`src/hdl/hotplug_map.svh`:
```
// Purpose: Register indices, field positions and reset values of the slot register bank
// Assumes: Indices are word indices; the byte address is four times the index
// Notes: Definitions only, no logic
`ifndef HOTPLUG_MAP_SVH
`define HOTPLUG_MAP_SVH

// Word indices of the registers
`define IDX_SLOT_CAP 10'h054
`define IDX_SLOT_CTL 10'h058
`define IDX_SLOT_STS 10'h05A
`define IDX_DEV_CAP2 10'h064
`define IDX_DEV_CTL2 10'h068
`define IDX_DEV_STS2 10'h06A
`define IDX_IRQ_STATUS 10'h080
`define IDX_IRQ_ENABLE 10'h081
`define IDX_IRQ_CLEAR 10'h082

// Slot capabilities fields
`define CAP_BUTTON 0
`define CAP_PWR_CTL 1
`define CAP_LATCH 2
`define CAP_ATTN_IND 3
`define CAP_PWR_IND 4
`define CAP_HOTPLUG 5
`define CAP_INTERLOCK 17
`define CAP_WMASK 32'h0002003F
`define CAP_RESET 32'h00000000

// Slot control fields
`define CTL_BTN_EN 0
`define CTL_PFAULT_EN 1
`define CTL_LATCH_EN 2
`define CTL_PRES_EN 3
`define CTL_CMD_EN 4
`define CTL_IRQ_MASTER_EN 5
`define CTL_ATTN_LO 6
`define CTL_PWR_IND_LO 8
`define CTL_PWR_OFF 10
`define CTL_INTERLOCK 11
`define CTL_LINK_EN 12
`define CTL_STORE_MASK 16'h17FF
`define CTL_RESET 16'h01C0

// Slot status fields
`define STS_LATCH_STATE 5
`define STS_PRES_STATE 6
`define STS_INTERLOCK 7
`define STS_LINK_FLAG 8
`define STS_RESET_PRES 1'b1

// Event vector positions, shared by the interrupt registers
`define EV_BUTTON 0
`define EV_PFAULT 1
`define EV_LATCH 2
`define EV_PRES 3
`define EV_CMD 4
`define EV_LINK 5
`define EV_COUNT 6

`endif

```
`src/hdl/hotplug_pkg.sv`:
```
// Purpose: Types shared by the slot register bank
// Assumes: Constants live in hotplug_map.svh
// Notes: Nothing here is imported; users write hotplug_pkg::name
`default_nettype none
package hotplug_pkg;
  typedef enum logic [0:0] {
    BUS_IDLE = 1'b0,
    BUS_ANSWER = 1'b1
  } bus_state_t;
  typedef logic [5:0] slot_event_t;
  typedef logic [15:0] half_t;
endpackage
`default_nettype wire

```
`src/hdl/hotplug_slot_status_regs.sv`:
```
// Purpose: Slot control, slot status and interrupt registers of one hot-plug port over APB
// Assumes: Slot inputs are synchronous to mclk; event inputs are one-cycle pulses
// Notes: APB answers with no wait state; read data is captured in the setup cycle
//
// Chosen here: the APB register port.
`timescale 1ns/1ps
`default_nettype none
`include "hotplug_map.svh"

// Notes on behaviour
// - Interlock control bit always reads back as zero.
// - Writing one to interlock control toggles the interlock; zero does nothing.
// - Without interlock capability the control bit is read-only zero.
// - With link change enable set, a link-active change raises interrupt or wake.
// - Attention button press sets its flag; write-one-to-clear, resets to zero.
// - Power fault from the power controller sets its flag; write-one-to-clear.
// - Any latch sensor change sets its flag; write-one-to-clear.
// - Any card presence change sets its flag; write-one-to-clear.
// - Command completion by the controller sets its flag; write-one-to-clear.
// - Latch state bit shows live latch: zero closed, one open; resets zero.
// - Presence state bit shows card presence: zero empty, one present; resets one.
// - Interlock status bit shows interlock: zero disengaged, one engaged.
// - Link-active bit changing value sets its flag; write-one-to-clear.
// - Slot interrupt needs the master hot-plug interrupt enable as well.
// - Control bits zero to four enable button, fault, latch, presence, command events.
module hotplug_slot_status_regs (
  input wire logic mclk,
  input wire logic rstn,
  input wire logic ce,
  input wire logic psel,
  input wire logic penable,
  input wire logic pwrite,
  input wire logic [11:0] paddr,
  input wire logic [31:0] pwdata,
  input wire logic [3:0] pstrb,
  output logic [31:0] prdata,
  output logic pready,
  output logic pslverr,
  input wire logic button_press,
  input wire logic power_fault,
  input wire logic cmd_done,
  input wire logic latch_open,
  input wire logic card_present,
  input wire logic interlock_engaged,
  input wire logic link_active_bit,
  output logic interlock_toggle,
  output logic cmd_issue,
  output logic [1:0] attn_ind,
  output logic [1:0] pwr_ind,
  output logic pwr_off,
  output logic hotplug_irq,
  output logic wake_event,
  output logic irq
);

  // Bus state and stored registers
  hotplug_pkg::bus_state_t bus_state;
  hotplug_pkg::bus_state_t next_bus_state;
  logic [31:0] slot_capabilities_reg;
  hotplug_pkg::half_t slot_ctl;
  hotplug_pkg::slot_event_t slot_flags;
  hotplug_pkg::slot_event_t irq_status;
  hotplug_pkg::slot_event_t irq_enable;
  logic latch_state;
  logic presence_state;
  logic link_seen;

  // Address decode, on the word index
  wire [9:0] word_idx = paddr[11:2];
  wire hit_cap = (word_idx == `IDX_SLOT_CAP);
  wire hit_ctl = (word_idx == `IDX_SLOT_CTL);
  wire hit_sts = (word_idx == `IDX_SLOT_STS);
  wire hit_rsvd = (word_idx == `IDX_DEV_CAP2) || (word_idx == `IDX_DEV_CTL2)
      || (word_idx == `IDX_DEV_STS2);
  wire hit_irq_sts = (word_idx == `IDX_IRQ_STATUS);
  wire hit_irq_en = (word_idx == `IDX_IRQ_ENABLE);
  wire hit_irq_clr = (word_idx == `IDX_IRQ_CLEAR);
  wire hit_any = hit_cap | hit_ctl | hit_sts | hit_rsvd | hit_irq_sts | hit_irq_en
      | hit_irq_clr;

  // Bus phases; a write lands only at the edge that completes the access
  wire setup_phase = psel & ~penable;
  wire access_done = (bus_state == hotplug_pkg::BUS_ANSWER) & psel & penable & pready;
  wire wr_fire = access_done & pwrite;
  wire [31:0] byte_mask = {{8{pstrb[3]}}, {8{pstrb[2]}}, {8{pstrb[1]}}, {8{pstrb[0]}}};
  wire [15:0] half_mask = byte_mask[15:0];
  wire [15:0] wdata16 = pwdata[15:0];

  // Capability bits that gate slot control fields
  wire cap_button = slot_capabilities_reg[`CAP_BUTTON];
  wire cap_pwr_ctl = slot_capabilities_reg[`CAP_PWR_CTL];
  wire cap_latch = slot_capabilities_reg[`CAP_LATCH];
  wire cap_attn = slot_capabilities_reg[`CAP_ATTN_IND];
  wire cap_pwr_ind = slot_capabilities_reg[`CAP_PWR_IND];
  wire cap_hotplug = slot_capabilities_reg[`CAP_HOTPLUG];
  wire cap_interlock = slot_capabilities_reg[`CAP_INTERLOCK];

  // A gated field reads zero and takes no write while its capability is off
  wire [15:0] ctl_gate = {
    3'h0,
    1'b1,
    1'b0,
    cap_pwr_ctl,
    {2{cap_pwr_ind}},
    {2{cap_attn}},
    cap_hotplug,
    cap_hotplug,
    1'b1,
    cap_latch,
    cap_pwr_ctl,
    cap_button
  };
  wire [15:0] ctl_eff = slot_ctl & ctl_gate & `CTL_STORE_MASK;
  wire [15:0] ctl_wr_mask = half_mask & ctl_gate & `CTL_STORE_MASK;
  wire ctl_write = wr_fire & hit_ctl & (|half_mask);

  // Interlock toggle: one written to bit 11, only with the interlock present
  wire next_interlock_toggle = wr_fire & hit_ctl & pstrb[1] & cap_interlock
      & pwdata[`CTL_INTERLOCK];

  // Slot control next value; bit 11 is never stored so it reads zero
  wire [15:0] next_slot_ctl = ctl_write
      ? ((slot_ctl & ~ctl_wr_mask) | (wdata16 & ctl_wr_mask))
      : slot_ctl;

  // Capabilities stay writable so firmware can describe the slot
  wire [31:0] cap_wr_mask = byte_mask & `CAP_WMASK;
  wire [31:0] next_slot_capabilities_reg = (wr_fire & hit_cap)
      ? ((slot_capabilities_reg & ~cap_wr_mask) | (pwdata & cap_wr_mask))
      : slot_capabilities_reg;

  // Slot events; changes are seen against the registered copy of each level
  wire latch_change = latch_open ^ latch_state;
  wire pres_change = card_present ^ presence_state;
  wire link_change = link_active_bit ^ link_seen;
  wire [5:0] slot_event = {
    link_change,
    cmd_done,
    pres_change,
    latch_change,
    power_fault,
    button_press
  };

  // Write-one-to-clear vectors for slot status and the interrupt status
  wire sts_clear_en = wr_fire & hit_sts;
  wire [5:0] sts_clear = sts_clear_en ? {
    wdata16[`STS_LINK_FLAG] & half_mask[`STS_LINK_FLAG],
    wdata16[4:0] & half_mask[4:0]
  } : 6'h00;
  wire [5:0] irq_clear = (wr_fire & hit_irq_clr) ? (pwdata[5:0] & byte_mask[5:0]) : 6'h00;
  wire [5:0] next_slot_flags;
  wire [5:0] next_irq_status;

  // One sticky flag per event; the event beats a clear in the same cycle
  genvar gi;
  generate
    for (gi = 0; gi < `EV_COUNT; gi = gi + 1) begin : g_flag
      assign next_slot_flags[gi] = slot_event[gi]
          | (slot_flags[gi] & ~sts_clear[gi]);
      assign next_irq_status[gi] = slot_event[gi] | (irq_status[gi] & ~irq_clear[gi]);
    end
  endgenerate

  // Interrupt enable register
  wire [5:0] irq_en_mask = byte_mask[5:0];
  wire [5:0] next_irq_enable = (wr_fire & hit_irq_en)
      ? ((irq_enable & ~irq_en_mask) | (pwdata[5:0] & irq_en_mask))
      : irq_enable;

  // Per-event enables in event-vector order
  wire [5:0] slot_event_en = {
    ctl_eff[`CTL_LINK_EN],
    ctl_eff[`CTL_CMD_EN],
    ctl_eff[`CTL_PRES_EN],
    ctl_eff[`CTL_LATCH_EN],
    ctl_eff[`CTL_PFAULT_EN],
    ctl_eff[`CTL_BTN_EN]
  };
  wire [5:0] enabled_flags = slot_flags & slot_event_en;

  // Hot-plug interrupt needs the master enable; wake does not
  wire next_hotplug_irq = ctl_eff[`CTL_IRQ_MASTER_EN] & (|enabled_flags);
  // Command completion is an interrupt source only, never a wake source
  wire next_wake_event = |(enabled_flags & 6'h2F);
  wire next_irq = |(irq_status & irq_enable);

  // Interlock status is only meaningful when an interlock is fitted
  wire interlock_rd = cap_interlock & interlock_engaged;

  // Slot status read value; reserved bits 15:9 read zero
  wire [15:0] sts_rd = {
    7'h00,
    slot_flags[`EV_LINK],
    interlock_rd,
    presence_state,
    latch_state,
    slot_flags[4:0]
  };

  // Read mux; reserved and write-only registers read zero
  wire [31:0] rd_cap = hit_cap ? slot_capabilities_reg : 32'h0000_0000;
  wire [31:0] rd_ctl = hit_ctl ? {16'h0000, ctl_eff} : 32'h0000_0000;
  wire [31:0] rd_sts = hit_sts ? {16'h0000, sts_rd} : 32'h0000_0000;
  wire [31:0] rd_irq_sts = hit_irq_sts ? {26'h0, irq_status} : 32'h0000_0000;
  wire [31:0] rd_irq_en = hit_irq_en ? {26'h0, irq_enable} : 32'h0000_0000;
  wire [31:0] read_mux = rd_cap | rd_ctl | rd_sts | rd_irq_sts | rd_irq_en;

  // Answer data and error are captured in the setup cycle
  wire [31:0] next_prdata = (setup_phase & ~pwrite) ? read_mux : 32'h0000_0000;
  wire next_pslverr = setup_phase & ~hit_any;
  wire next_pready = (bus_state == hotplug_pkg::BUS_IDLE) & setup_phase;

  // Bus phase tracking; one access cycle per transfer
  always_comb begin
    next_bus_state = bus_state;
    unique case (bus_state)
      hotplug_pkg::BUS_IDLE: begin
        if (setup_phase) begin
          next_bus_state = hotplug_pkg::BUS_ANSWER;
        end
      end
      hotplug_pkg::BUS_ANSWER: begin
        next_bus_state = hotplug_pkg::BUS_IDLE;
      end
    endcase
  end

  // Bus answer flops
  always_ff @(posedge mclk) begin
    if (!rstn) begin
      bus_state <= hotplug_pkg::BUS_IDLE;
      pready <= 1'b0;
      pslverr <= 1'b0;
      prdata <= 32'h0000_0000;
    end else if (ce) begin
      bus_state <= next_bus_state;
      pready <= next_pready;
      pslverr <= next_pslverr;
      prdata <= next_prdata;
    end
  end

  // Software-written registers
  always_ff @(posedge mclk) begin
    if (!rstn) begin
      slot_capabilities_reg <= `CAP_RESET;
      slot_ctl <= `CTL_RESET;
      irq_enable <= 6'h00;
    end else if (ce) begin
      slot_capabilities_reg <= next_slot_capabilities_reg;
      slot_ctl <= next_slot_ctl;
      irq_enable <= next_irq_enable;
    end
  end

  // Sticky flags; latched levels give the live state bits
  always_ff @(posedge mclk) begin
    if (!rstn) begin
      slot_flags <= 6'h00;
      irq_status <= 6'h00;
      latch_state <= 1'b0;
      presence_state <= `STS_RESET_PRES;
      link_seen <= 1'b0;
    end else if (ce) begin
      slot_flags <= next_slot_flags;
      irq_status <= next_irq_status;
      latch_state <= latch_open;
      presence_state <= card_present;
      link_seen <= link_active_bit;
    end
  end

  // Slot-facing outputs; indicators follow the gated control fields
  always_ff @(posedge mclk) begin
    if (!rstn) begin
      interlock_toggle <= 1'b0;
      cmd_issue <= 1'b0;
      attn_ind <= 2'h0;
      pwr_ind <= 2'h0;
      pwr_off <= 1'b0;
    end else if (ce) begin
      interlock_toggle <= next_interlock_toggle;
      cmd_issue <= ctl_write;
      attn_ind <= ctl_eff[`CTL_ATTN_LO +: 2];
      pwr_ind <= ctl_eff[`CTL_PWR_IND_LO +: 2];
      pwr_off <= ctl_eff[`CTL_PWR_OFF];
    end
  end

  // Interrupt outputs lag their sources by one cycle so they come from flops
  always_ff @(posedge mclk) begin
    if (!rstn) begin
      hotplug_irq <= 1'b0;
      wake_event <= 1'b0;
      irq <= 1'b0;
    end else if (ce) begin
      hotplug_irq <= next_hotplug_irq;
      wake_event <= next_wake_event;
      irq <= next_irq;
    end
  end

endmodule
`default_nettype wire

```
`config.mk`:
```
export PLATFORM = sky130hd
export DESIGN_NAME = hotplug_slot_status_regs
export DESIGN_NICKNAME = d
export VERILOG_FILES = /design/src/hdl/hotplug_pkg.sv /design/src/hdl/hotplug_slot_status_regs.sv
export VERILOG_INCLUDE_DIRS = /design/src /design/src/hdl
export SDC_FILE = /design/constraint.sdc
export NUM_CORES = 1
export LEC_CHECK = 0
export BUFFER_PORTS_ARGS = -buffer_cell sky130_fd_sc_hd__buf_2
export CAP_MARGIN = 20
export CORE_UTILIZATION = 55
export DETAILED_ROUTE_END_ITERATION = 10
export GPL_TIMING_DRIVEN = 0
export PLACE_DENSITY = 0.85
export SLEW_MARGIN = 40
export SYNTH_ARGS = -nofsm -noshare
export SYNTH_HDL_FRONTEND = slang
export SYNTH_SLANG_ARGS = --single-unit
```
`constraint.sdc`:
```
create_clock -name mclk -period 3 [get_ports mclk]
set_input_delay 0.45 -clock mclk [delete_from_list [all_inputs] [get_ports mclk]]
set_output_delay 0.45 -clock mclk [all_outputs]
set_load 0.02 [all_outputs]
```
==> results.sh, run 1 <==
export IMPL_grt_met3_usage=0.08343
export IMPL_cts_root_buf="clkbuf_8"
export IMPL_timing_clock_skew_ns=0.007888
export IMPL_ctsHoldBuffers=0
export IMPL_synth_area_um2=3301
export IMPL_detailed_place_hpwl_um=7319
export IMPL_reg2reg_setup_slack_ns=1.10
export IMPL_outcome="finished, final reports clean"
export IMPL_critPathMaxFanout=10
export IMPL_setup_violations=0
export IMPL_min_period_over_period=0.6702
export IMPL_worst_path_stages=6
export IMPL_route_antenna_remaining_nets=0
export IMPL_hold_viol_final=0
export IMPL_tritoncts_clock_tree="yes"
export IMPL_post_cts_clock_slew_at_the_launch_and_capture_registers_of_the_worst_setup_and_hold_paths_ns=0.07
export IMPL_clock_insertion_delay_worst_skew_ns=0.35
export IMPL_drc=0
export IMPL_combined_buffer_and_inverter_count_along_the_critical_path=2
export IMPL_area_delta_synth_final_pct=20.17
export IMPL_share_of_the_synthesized_area_in_the_top_cell_type=0.3942
export IMPL_cts_buffers=9
export IMPL_design_final_nets=545
export IMPL_first_pass_iters=8
export IMPL_post_synth_inst_count=391
export IMPL_critPathMaxStageDelay_ns=0.47
export IMPL_grt_overflow_total=0
export IMPL_antennaDiodeCount=0
export IMPL_use_met1=0.4339
export IMPL_timing_max_transition_violations_final=0
export IMPL_port_buffers=63
export IMPL_grt_busiest_layer="met2"
export IMPL_via_count_of_the_first_global_routing_pass=3262
export IMPL_floorplan_die_area_um2=6315
export IMPL_synth_async_sr_flop_share=0
export IMPL_flip_flop_and_latch_count_after_synthesis=65
export IMPL_initial_core_util=0.5851
export IMPL_timing_critical_path_arrival_ns=2.28
export IMPL_end_kind="register"
export IMPL_routed_via_density=6.228
export IMPL_cts_path_max_buffers=2
export IMPL_leakagePower_nw=1.705
export IMPL_cp_required_ns=3.27
export IMPL_antenna_found_initial=0
export IMPL_cts_repair_resized=0
export IMPL_drt_iter0_drc=551
export IMPL_final_setup_tns_ns=0
export IMPL_startpoint="paddr[2]"
export IMPL_path_delay_family="simple AND/OR/NAND/NOR gates"
export IMPL_hold_class="primary input to register"
export IMPL_yosys_top_cells_area="dfxtp_1 39%, mux2i_1 7.6%, nand2_1 6.5%"
export IMPL_synth_edff_count=0
export IMPL_startpoint_class="primary input"
export IMPL_post_synth_top_area_cell="dfxtp_1"
export IMPL_place_gp_congestion=0.9099
export IMPL_grt_pass1_wl_um=15970
export IMPL_die_span_in_y_um=79.47
export IMPL_final_layout_size_suffix_gt1_frac=0.2290
export IMPL_reg2reg_depth=5
export IMPL_design_portCount=105
export IMPL_finish_instance_area_um2=3966
export IMPL_path_class="primary input to register"
export IMPL_h_tree_depth=3
export IMPL_detailed_place_area_um2=3785
export IMPL_yosysSeqAreaShare=0.3942
export IMPL_rows=27
export IMPL_ys_dominant_reg_cell="dfxtp_1"
export IMPL_power_density_nw_per_um2=452.7
export IMPL_drt_total_wl_um=10250
export IMPL_core_um2=5642
export IMPL_rr_startpoint="pready"
export IMPL_cells_traversed_along_the_worst_timing_path="buf_2, buf_6, or3b_4, nor2_2, nand3_1, mux2i_1"
export IMPL_grt_util_met2=0.5171
export IMPL_max_clock_freq_mhz=497.4
export IMPL_syn_area_per_cell_um2=8.442
export IMPL_die_width_um=79.47
export IMPL_setup_repair_after_global_routing_missed_its_margin="no"
export IMPL_cts_sinks=65
export IMPL_vdd_ir_drop_worst_mv=0.2842
export IMPL_grt_total_usage=0.3371
export IMPL_timing_max_slew_rel_slack=0.5552
export IMPL_maxCapViolCount=0
export IMPL_fillerInstances=465
export IMPL_routedWlPerCell_um=18.26
export IMPL_pin_count_of_the_biggest_net_entering_global_routing=12
export IMPL_ys_types=52
export IMPL_critical_path_slowest_cell="nand3_1"
export IMPL_tightestPinTransition_ns=0.6673
export IMPL_period_minus_slack_ns=2.011
export IMPL_yosysWarningCount=0
export IMPL_cts_setup_buffers=0
export IMPL_via_count=3494
==> layout by cell type (no fill, tap or decap), drive strengths merged, types with 11 or more instances in the layout <==
cell,n
a21oi,21
conb,19
nand3,19
dfxtp,65
nand4,17
and2,11
buf,86
nand2,57
clkbuf,31
a31oi,13
mux2i,25
o21ai,20
==> per-stage QoR <==
stage,hold slack [ns],utilization,setup slack (ns),total power [mW],std cells
after floorplan,0.4474,-,1.035,1.038,409
after global placement,0.4485,0.6689,0.2156,1.110,544
after detailed placement,0.4427,0.6709,0.6900,1.115,545
after CTS,0.3132,0.7030,1.047,1.784,561
after global routing,0.3291,0.7030,0.8626,1.840,561
final,0.3156,0.7030,0.9894,1.796,561
==> kinds of logic (layout without fill, tap and decap cells) <==
| logic type | after synthesis | in the layout | share of synthesized area |
|---|---|---|---|
| other | 1 | 19 | 0.001136 |
| XOR/XNOR | 3 | 3 | 0.007962 |
| buffers and inverters | 48 | 128 | 0.07923 |
| multiplexers | 29 | 29 | 0.08946 |
| flip-flops | 65 | 65 | 0.3942 |
| AO/OA/AOI/OAI | 89 | 89 | 0.1755 |
| AND/OR/NAND/NOR | 156 | 156 | 0.2525 |
==> layer usage <==
metal  share of wire  up-vias
met3            0.12       38
met2            0.45      277
met5               0        -
li1                -     1592
met4           0.030        0
met1            0.40     1587
==> worst min-delay path by stage <==
stage	from	cells past startpoint	endpoint
3_3_place_gp	prdata[10]	2	prdata[10]
5_1_grt	pwdata[0]	2	irq_status[0]
3_5_place_dp	interlock_toggle	2	interlock_toggle
2_1_floorplan	register	2	register
6_report	pwdata[0]	2	irq_status[0]
4_1_cts	pwdata[0]	2	irq_status[0]
==> area by class of cell <==
cell class                      instances  area (µm²)  share of cell area
Sequential cell                        65        1301              0.3281
Clock buffer                           11       151.4             0.03817
Inverter                                6       22.52            0.005678
Buffer                                 42       239.0             0.06025
Clock inverter                          5       30.03            0.007571
Tap cell                               72       90.09             0.02271
Timing Repair Buffer                   64       320.3             0.08076
Multi-Input combinational cell        296        1812              0.4568
==> power by group <==
group | switching, mW | internal, mW | total (mW)
clock | 0.350 | 0.340 | 0.690
sequential | 0.0157 | 0.880 | 0.896
combinational | 0.133 | 0.0761 | 0.209
total | 0.499 | 1.30 | 1.80
==> cells in the mapped netlist, types with 7 or more instances <==
master and instances:
buf_4 19, nand4_1 17, nor2b_1 7, dfxtp_1 65, o21ai_0 20, nand2b_1 8, clkbuf_1 20, a21oi_1 21
a31oi_1 13, nand2_1 57, nand3_1 19, mux2i_1 25, and2_1 10
==> worst register-to-register path, stage by stage, from the launching register on <==
cell and delay, ns:
dfxtp_1 0.40, nand4_1 0.18, nor2_1 0.21, clkbuf_1 0.54, nand4_1 0.28, mux2i_1 0.18
No activity file was read; power rests on OpenSTA's default activity.
==> run 2: changes to the inputs <==
CORE_UTILIZATION = 46   (was 55)
PLACE_DENSITY = 0.76   (was 0.85)
clock period = 1.7 ns   (was 3 ns; I/O delays follow)
==> run 2 against run 1 <==
Compared with the run above:
- hold slack worse by 0.19 ns
- clock skew is 0.0028 ns higher
- worst setup slack worse by 0.96 ns
- core utilization is 11 points lower
- sequential power is 76% higher
==> results.sh, run 2 (synthesis gave the netlist of run 1 again) <==
export IMPL_hold_viol_final=0
export IMPL_vdd_ir_drop_worst_mv=0.3602
export IMPL_combined_buffer_and_inverter_count_along_the_critical_path=2
export IMPL_rows=30
export IMPL_critical_path_most_common_cell="and4_1"
export IMPL_ctsHoldBuffers=0
export IMPL_die_width_um=86.71
export IMPL_place_gp_congestion=0.9671
export IMPL_period_minus_slack_ns=1.674
export IMPL_maxCapViolCount=0
export IMPL_hold_class="primary input to register"
export IMPL_antennaDiodeCount=0
export IMPL_cp_required_ns=1.92
export IMPL_drc=0
export IMPL_cts_root_buf="clkbuf_8"
export IMPL_worst_path_stages=6
export IMPL_initial_core_util=0.4805
export IMPL_path_class="primary input to register"
export IMPL_combPwrFrac=0.117
export IMPL_power_switching_mw=0.8470
export IMPL_switching_share=0.2644
export IMPL_min_period_over_period=0.9847
export IMPL_leakagePower_nw=1.753
export IMPL_core_um2=6869
export IMPL_power_share_clock=0.389
export IMPL_die_span_in_y_um=86.71
export IMPL_startpoint="paddr[11]"
export IMPL_end_kind="register"
export IMPL_port_buffers=63
export IMPL_antenna_found_initial=0
export IMPL_mostFrequentLayoutCell="buf_2"
export IMPL_max_clock_freq_mhz=597.4
export IMPL_via_count_of_the_first_global_routing_pass=3173
export IMPL_grt_total_usage=0.2856
export IMPL_post_cts_clock_slew_at_the_launch_and_capture_registers_of_the_worst_setup_and_hold_paths_ns=0.08
export IMPL_design_final_nets=549
export IMPL_cts_path_max_buffers=2
export IMPL_setup_ws_ns=0.02603
export IMPL_setup_violations=0
export IMPL_critPathMaxFanout=8
export IMPL_reg2reg_setup_slack_ns=0.07
export IMPL_drt_total_wl_um=10210
export IMPL_floorplan_die_area_um2=7518
export IMPL_critPathMaxStageDelay_ns=0.45
export IMPL_reg2reg_depth=4
export IMPL_setup_repair_after_global_routing_missed_its_margin="yes"
export IMPL_internal_power_mw=2.357
export IMPL_h_tree_depth=3
export IMPL_drt_iter0_drc=389
export IMPL_timing_clock_skew_ns=0.01066
export IMPL_crit_path_end="slot_flags[5]"
export IMPL_fillerInstances=642
export IMPL_cts_sinks=65
export IMPL_timing_critical_path_arrival_ns=1.90
export IMPL_final_setup_tns_ns=0
export IMPL_cts_buffers=9
export IMPL_clock_insertion_delay_worst_skew_ns=0.34
export IMPL_final_layout_size_suffix_gt1_frac=0.2459
export IMPL_detailed_place_hpwl_um=7289
export IMPL_timing_max_slew_rel_slack=0.5790
export IMPL_first_pass_iters=5
export IMPL_power_density_nw_per_um2=785.2
export IMPL_grt_overflow_total=0
export IMPL_tritoncts_clock_tree="yes"
export IMPL_routedWlPerCell_um=17.37
export IMPL_area_delta_synth_final_pct=23.62
export IMPL_place_ws_ns=-0.4347
export IMPL_path_delay_family="simple AND/OR/NAND/NOR gates"
export IMPL_pin_count_of_the_biggest_net_entering_global_routing=11
export IMPL_route_antenna_remaining_nets=0
export IMPL_rr_startpoint="pready"
export IMPL_critical_path_slowest_cell="nor2_1"
export IMPL_startpoint_class="primary input"
export IMPL_cells_traversed_along_the_worst_timing_path="buf_2, nor2_1, and4_1, clkbuf_1, and4_1, o22ai_1"
export IMPL_via_count=3444
export IMPL_grt_pass1_wl_um=16070
export IMPL_design_portCount=105
export IMPL_tightestPinTransition_ns=0.6314
export IMPL_outcome="finished, final reports clean"
export IMPL_pwr_share_seq=0.493
export IMPL_most_common_layout_cells="65 x buf_2, 64 x dfxtp_1, 57 x nand2_1"
export IMPL_timing_max_transition_violations_final=0
export IMPL_routed_via_density=5.857
[run 2: changes by cell type in the layout (fill, tap and decap cells not counted), sizes merged]
cell / delta
bufinv: +1
buf: +4
clkinvlp: -2
[run 2: how the worst min path moves through the flow]
| stage | start | end | slack [ns] | depth (start not counted) |
|---|---|---|---|---|
| after floorplan | pwdata[0] | irq_status[0] | 0.36 | 1 |
| after global placement | interlock_toggle | interlock_toggle | 0.44 | 2 |
| after detailed placement | prdata[17] | prdata[17] | 0.45 | 2 |
| after CTS | pwdata[0] | irq_status[0] | 0.13 | 2 |
| after global routing | pwdata[2] | irq_status[2] | 0.14 | 2 |
| final | pwdata[0] | irq_status[0] | 0.13 | 2 |
[run 2: what timing repair did]
item	in CTS	in global routing
gates resized for setup	7	7
pin swaps	2	7
buffers inserted	0	5
setup endpoints to repair	21	22
[run 2: area by class of cell]
cell class / instances / area, µm² / area share
multi-input combinational: 296 / 1861 / 0.4560
sequential: 65 / 1303 / 0.3192
timing repair buffer: 68 / 352.8 / 0.08648
buffer: 42 / 245.2 / 0.06010
clock buffer: 11 / 131.4 / 0.03220
tap: 96 / 120.1 / 0.02944
clock inverter: 4 / 45.04 / 0.01104
inverter: 6 / 22.52 / 0.005520
[run 2: worst reg2reg max path: cells and delay by family, from the launching register on]
kind          cells  cell delay, ns
simple gates      4            1.22
flops             1            0.35
[run 2: power by group through the flow]
stage	Combinational, mW	Clock (mW)	Sequential, mW
2_1_floorplan	0.220	0	1.61
3_3_place_gp	0.347	0	1.61
3_5_place_dp	0.353	0	1.61
4_1_cts	0.359	1.24	1.58
5_1_grt	0.406	1.31	1.58
6_report	0.376	1.25	1.58
[run 2: per-layer routing]
layer | vias up | track usage | share of wire
li1 | 1592 | - | -
met1 | 1604 | 0.3723 | 0.42
met2 | 221 | 0.4524 | 0.45
met3 | 27 | 0.06857 | 0.099
met4 | 0 | 0.1212 | 0.031
met5 | - | 0 | 0
[run 2: stage by stage]
stage,cells,utilization,area (µm²),hold WS [ns],power (mW)
floorplan,409,-,3368,0.3559,1.831
global placement,568,0.5537,3804,0.4424,1.960
detailed placement,568,0.5546,3810,0.4526,1.966
CTS,583,0.5852,4020,0.1255,3.179
global route,588,0.5940,4080,0.1423,3.303
finish,588,0.5940,4080,0.1264,3.204
==> run 3: changes to the inputs <==
MAX_ROUTING_LAYER = met4   (was unset)
==> run 3 against run 2 <==
Compared with the run above:
- critical path depth is 2 lower
- hold slack worse by 0.0037 ns
- register-to-register slack worse by 0.07 ns
- final cell count is 0.51% lower
- clock-buffer cell count is 1 lower
- clock skew is 0.0028 ns higher
- first-iteration DRC count is 22% lower
- sequential share of layout area is 0.11 points lower
- power is 7.1% higher
- clock power is 18% higher
- non-clock buffer count is 3 lower
- worst setup slack worse by 0.022 ns
- largest power group unchanged
==> results.sh, run 3 (synthesis gave the netlist of run 1 again) <==
export IMPL_totalPowerFinal_mw=3.430
export IMPL_detailed_place_area_um2=3810
export IMPL_fillerInstances=645
export IMPL_rows=30
export IMPL_timing_clock_skew_ns=0.01347
export IMPL_hold_viol_final=0
export IMPL_internal_power_mw=2.545
export IMPL_initial_core_util=0.4805
export IMPL_grt_total_usage=0.2978
export IMPL_pwr_share_seq=0.461
export IMPL_detailed_place_hpwl_um=7419
export IMPL_die_width_um=86.71
export IMPL_placed_cells_incl_taps=568
export IMPL_critPathMaxStageDelay_ns=0.55
export IMPL_leakagePower_nw=1.750
export IMPL_period_minus_slack_ns=1.696
export IMPL_setup_repair_after_global_routing_missed_its_margin="yes"
export IMPL_timing_critical_path_arrival_ns=1.89
export IMPL_mostFrequentLayoutCell="buf_2"
export IMPL_outcome="finished, final reports clean"
export IMPL_clock_insertion_delay_worst_skew_ns=0.35
export IMPL_power_density_nw_per_um2=838.6
export IMPL_design_portCount=105
export IMPL_drt_iter0_drc=305
export IMPL_reg2reg_setup_slack_ns=0.004
export IMPL_routed_via_density=5.891
export IMPL_drt_total_wl_um=10500
export IMPL_first_pass_iters=5
export IMPL_cts_path_max_buffers=2
export IMPL_post_layout_nonfiller_instances=585
export IMPL_area_delta_synth_final_pct=23.92
export IMPL_power_switching_mw=0.8848
export IMPL_vdd_ir_drop_worst_mv=0.5295
export IMPL_setup_violations=0
export IMPL_antennaDiodeCount=0
export IMPL_grt_overflow_total=0
export IMPL_switching_share=0.2580
export IMPL_hold_class="primary input to register"
export IMPL_place_gp_congestion=0.9751
export IMPL_cp_required_ns=1.90
export IMPL_drc=0
export IMPL_via_count=3446
export IMPL_end_kind="register"
export IMPL_min_delay_start="pwdata[2]"
export IMPL_combPwrFrac=0.110
export IMPL_cts_buffers=9
export IMPL_max_clock_freq_mhz=589.7
export IMPL_cts_sinks=65
export IMPL_maxCapViolCount=0
export IMPL_startpoint_class="register"
export IMPL_grt_pass1_wl_um=16160
export IMPL_die_span_in_y_um=86.71
export IMPL_cts_root_buf="clkbuf_8"
export IMPL_antenna_found_initial=0
export IMPL_port_buffers=63
export IMPL_via_count_of_the_first_global_routing_pass=3245
export IMPL_tightestPinTransition_ns=0.6845
export IMPL_reg2reg_depth=4
export IMPL_routedWlPerCell_um=17.95
export IMPL_final_layout_size_suffix_gt1_frac=0.2454
export IMPL_h_tree_depth=3
export IMPL_timing_max_slew_rel_slack=0.5437
export IMPL_critical_path_slowest_cell="or4_4"
export IMPL_post_cts_clock_slew_at_the_launch_and_capture_registers_of_the_worst_setup_and_hold_paths_ns=0.08
export IMPL_worst_hold_path_endpoint="irq_status[2]"
export IMPL_route_antenna_remaining_nets=0
export IMPL_finish_instance_area_um2=4090
export IMPL_min_period_over_period=0.9975
export IMPL_ctsHoldBuffers=0
export IMPL_critPathMaxFanout=5
export IMPL_pin_count_of_the_biggest_net_entering_global_routing=12
export IMPL_floorplan_die_area_um2=7518
export IMPL_hold_depth=2
export IMPL_design_final_nets=546
export IMPL_cells_traversed_along_the_worst_timing_path="nand4_1, or4_4, o31ai_2, nand3_1"
export IMPL_tritoncts_clock_tree="yes"
export IMPL_core_um2=6869
export IMPL_timing_max_transition_violations_final=0
export IMPL_power_share_clock=0.430
export IMPL_rr_startpoint="pready"
export IMPL_path_class="register to register"
export IMPL_most_common_layout_cells="66 x buf_2, 65 x dfxtp_1, 57 x nand2_1"
-- run 3: how the worst max path moves through the flow --
stage                     startpoint             to  slack [ns]  cells past startpoint
after global placement      paddr[4]  irq_status[5]       -0.86                      5
after detailed placement    paddr[4]  irq_status[3]       -0.58                      5
final                         pready       register       0.004                      4
after CTS                     pready       register       0.005                      4
after global routing              ce      prdata[8]       -0.01                      6
after floorplan             paddr[2]       register        0.05                      5
-- run 3: critical path, delay by kind of cell (launching register included) --
family	cells	cell delay (ns)
AND/OR/NAND/NOR	3	0.90
AO/OA/AOI/OAI	1	0.24
flip-flops	1	0.39
-- run 3: cell type report --
cell class	count	area, µm²	area share
multi-input cells	296	1857	0.4540
flip-flops and latches	65	1301	0.3181
repair buffers	65	330.3	0.08076
plain buffers	42	241.5	0.05904
clock buffers	10	137.6	0.03365
well taps	96	120.1	0.02937
clock inverters	5	80.08	0.01958
inverters	6	22.52	0.005506
-- run 3: metrics by stage --
stage	util	TNS, ns	hold WS [ns]	setup WS (ns)
final	0.5954	0	0.1227	0.004215
after global routing	0.5954	-0.02050	0.1287	-0.01459
after CTS	0.5909	0	0.1176	0.004899
after detailed placement	0.5546	-17.16	0.4517	-0.5761
after global placement	0.5537	-18.03	0.4419	-0.8595
after floorplan	-	0	0.3559	0.05390
-- run 3: what timing repair did --
item	4_1_cts	5_1_grt
pin swaps	2	5
endpoints found under the setup margin	20	20
setup buffers	0	2
resized for setup	6	7
-- run 3: power groups by stage --
stage	clock network, mW	registers (mW)	logic [mW]
global route	1.54	1.58	0.402
detailed placement	0	1.61	0.354
floorplan	0	1.61	0.220
finish	1.47	1.58	0.376
CTS	1.47	1.58	0.362
global placement	0	1.61	0.347
-- run 3: per-layer routing --
metal	vias up	GRT usage	wire, µm
met5	-	-	0
met2	224	0.4625	4874
met3	41	0.07143	1011
met1	1596	0.3541	4278
met4	0	0.1682	337
li1	1585	-	-
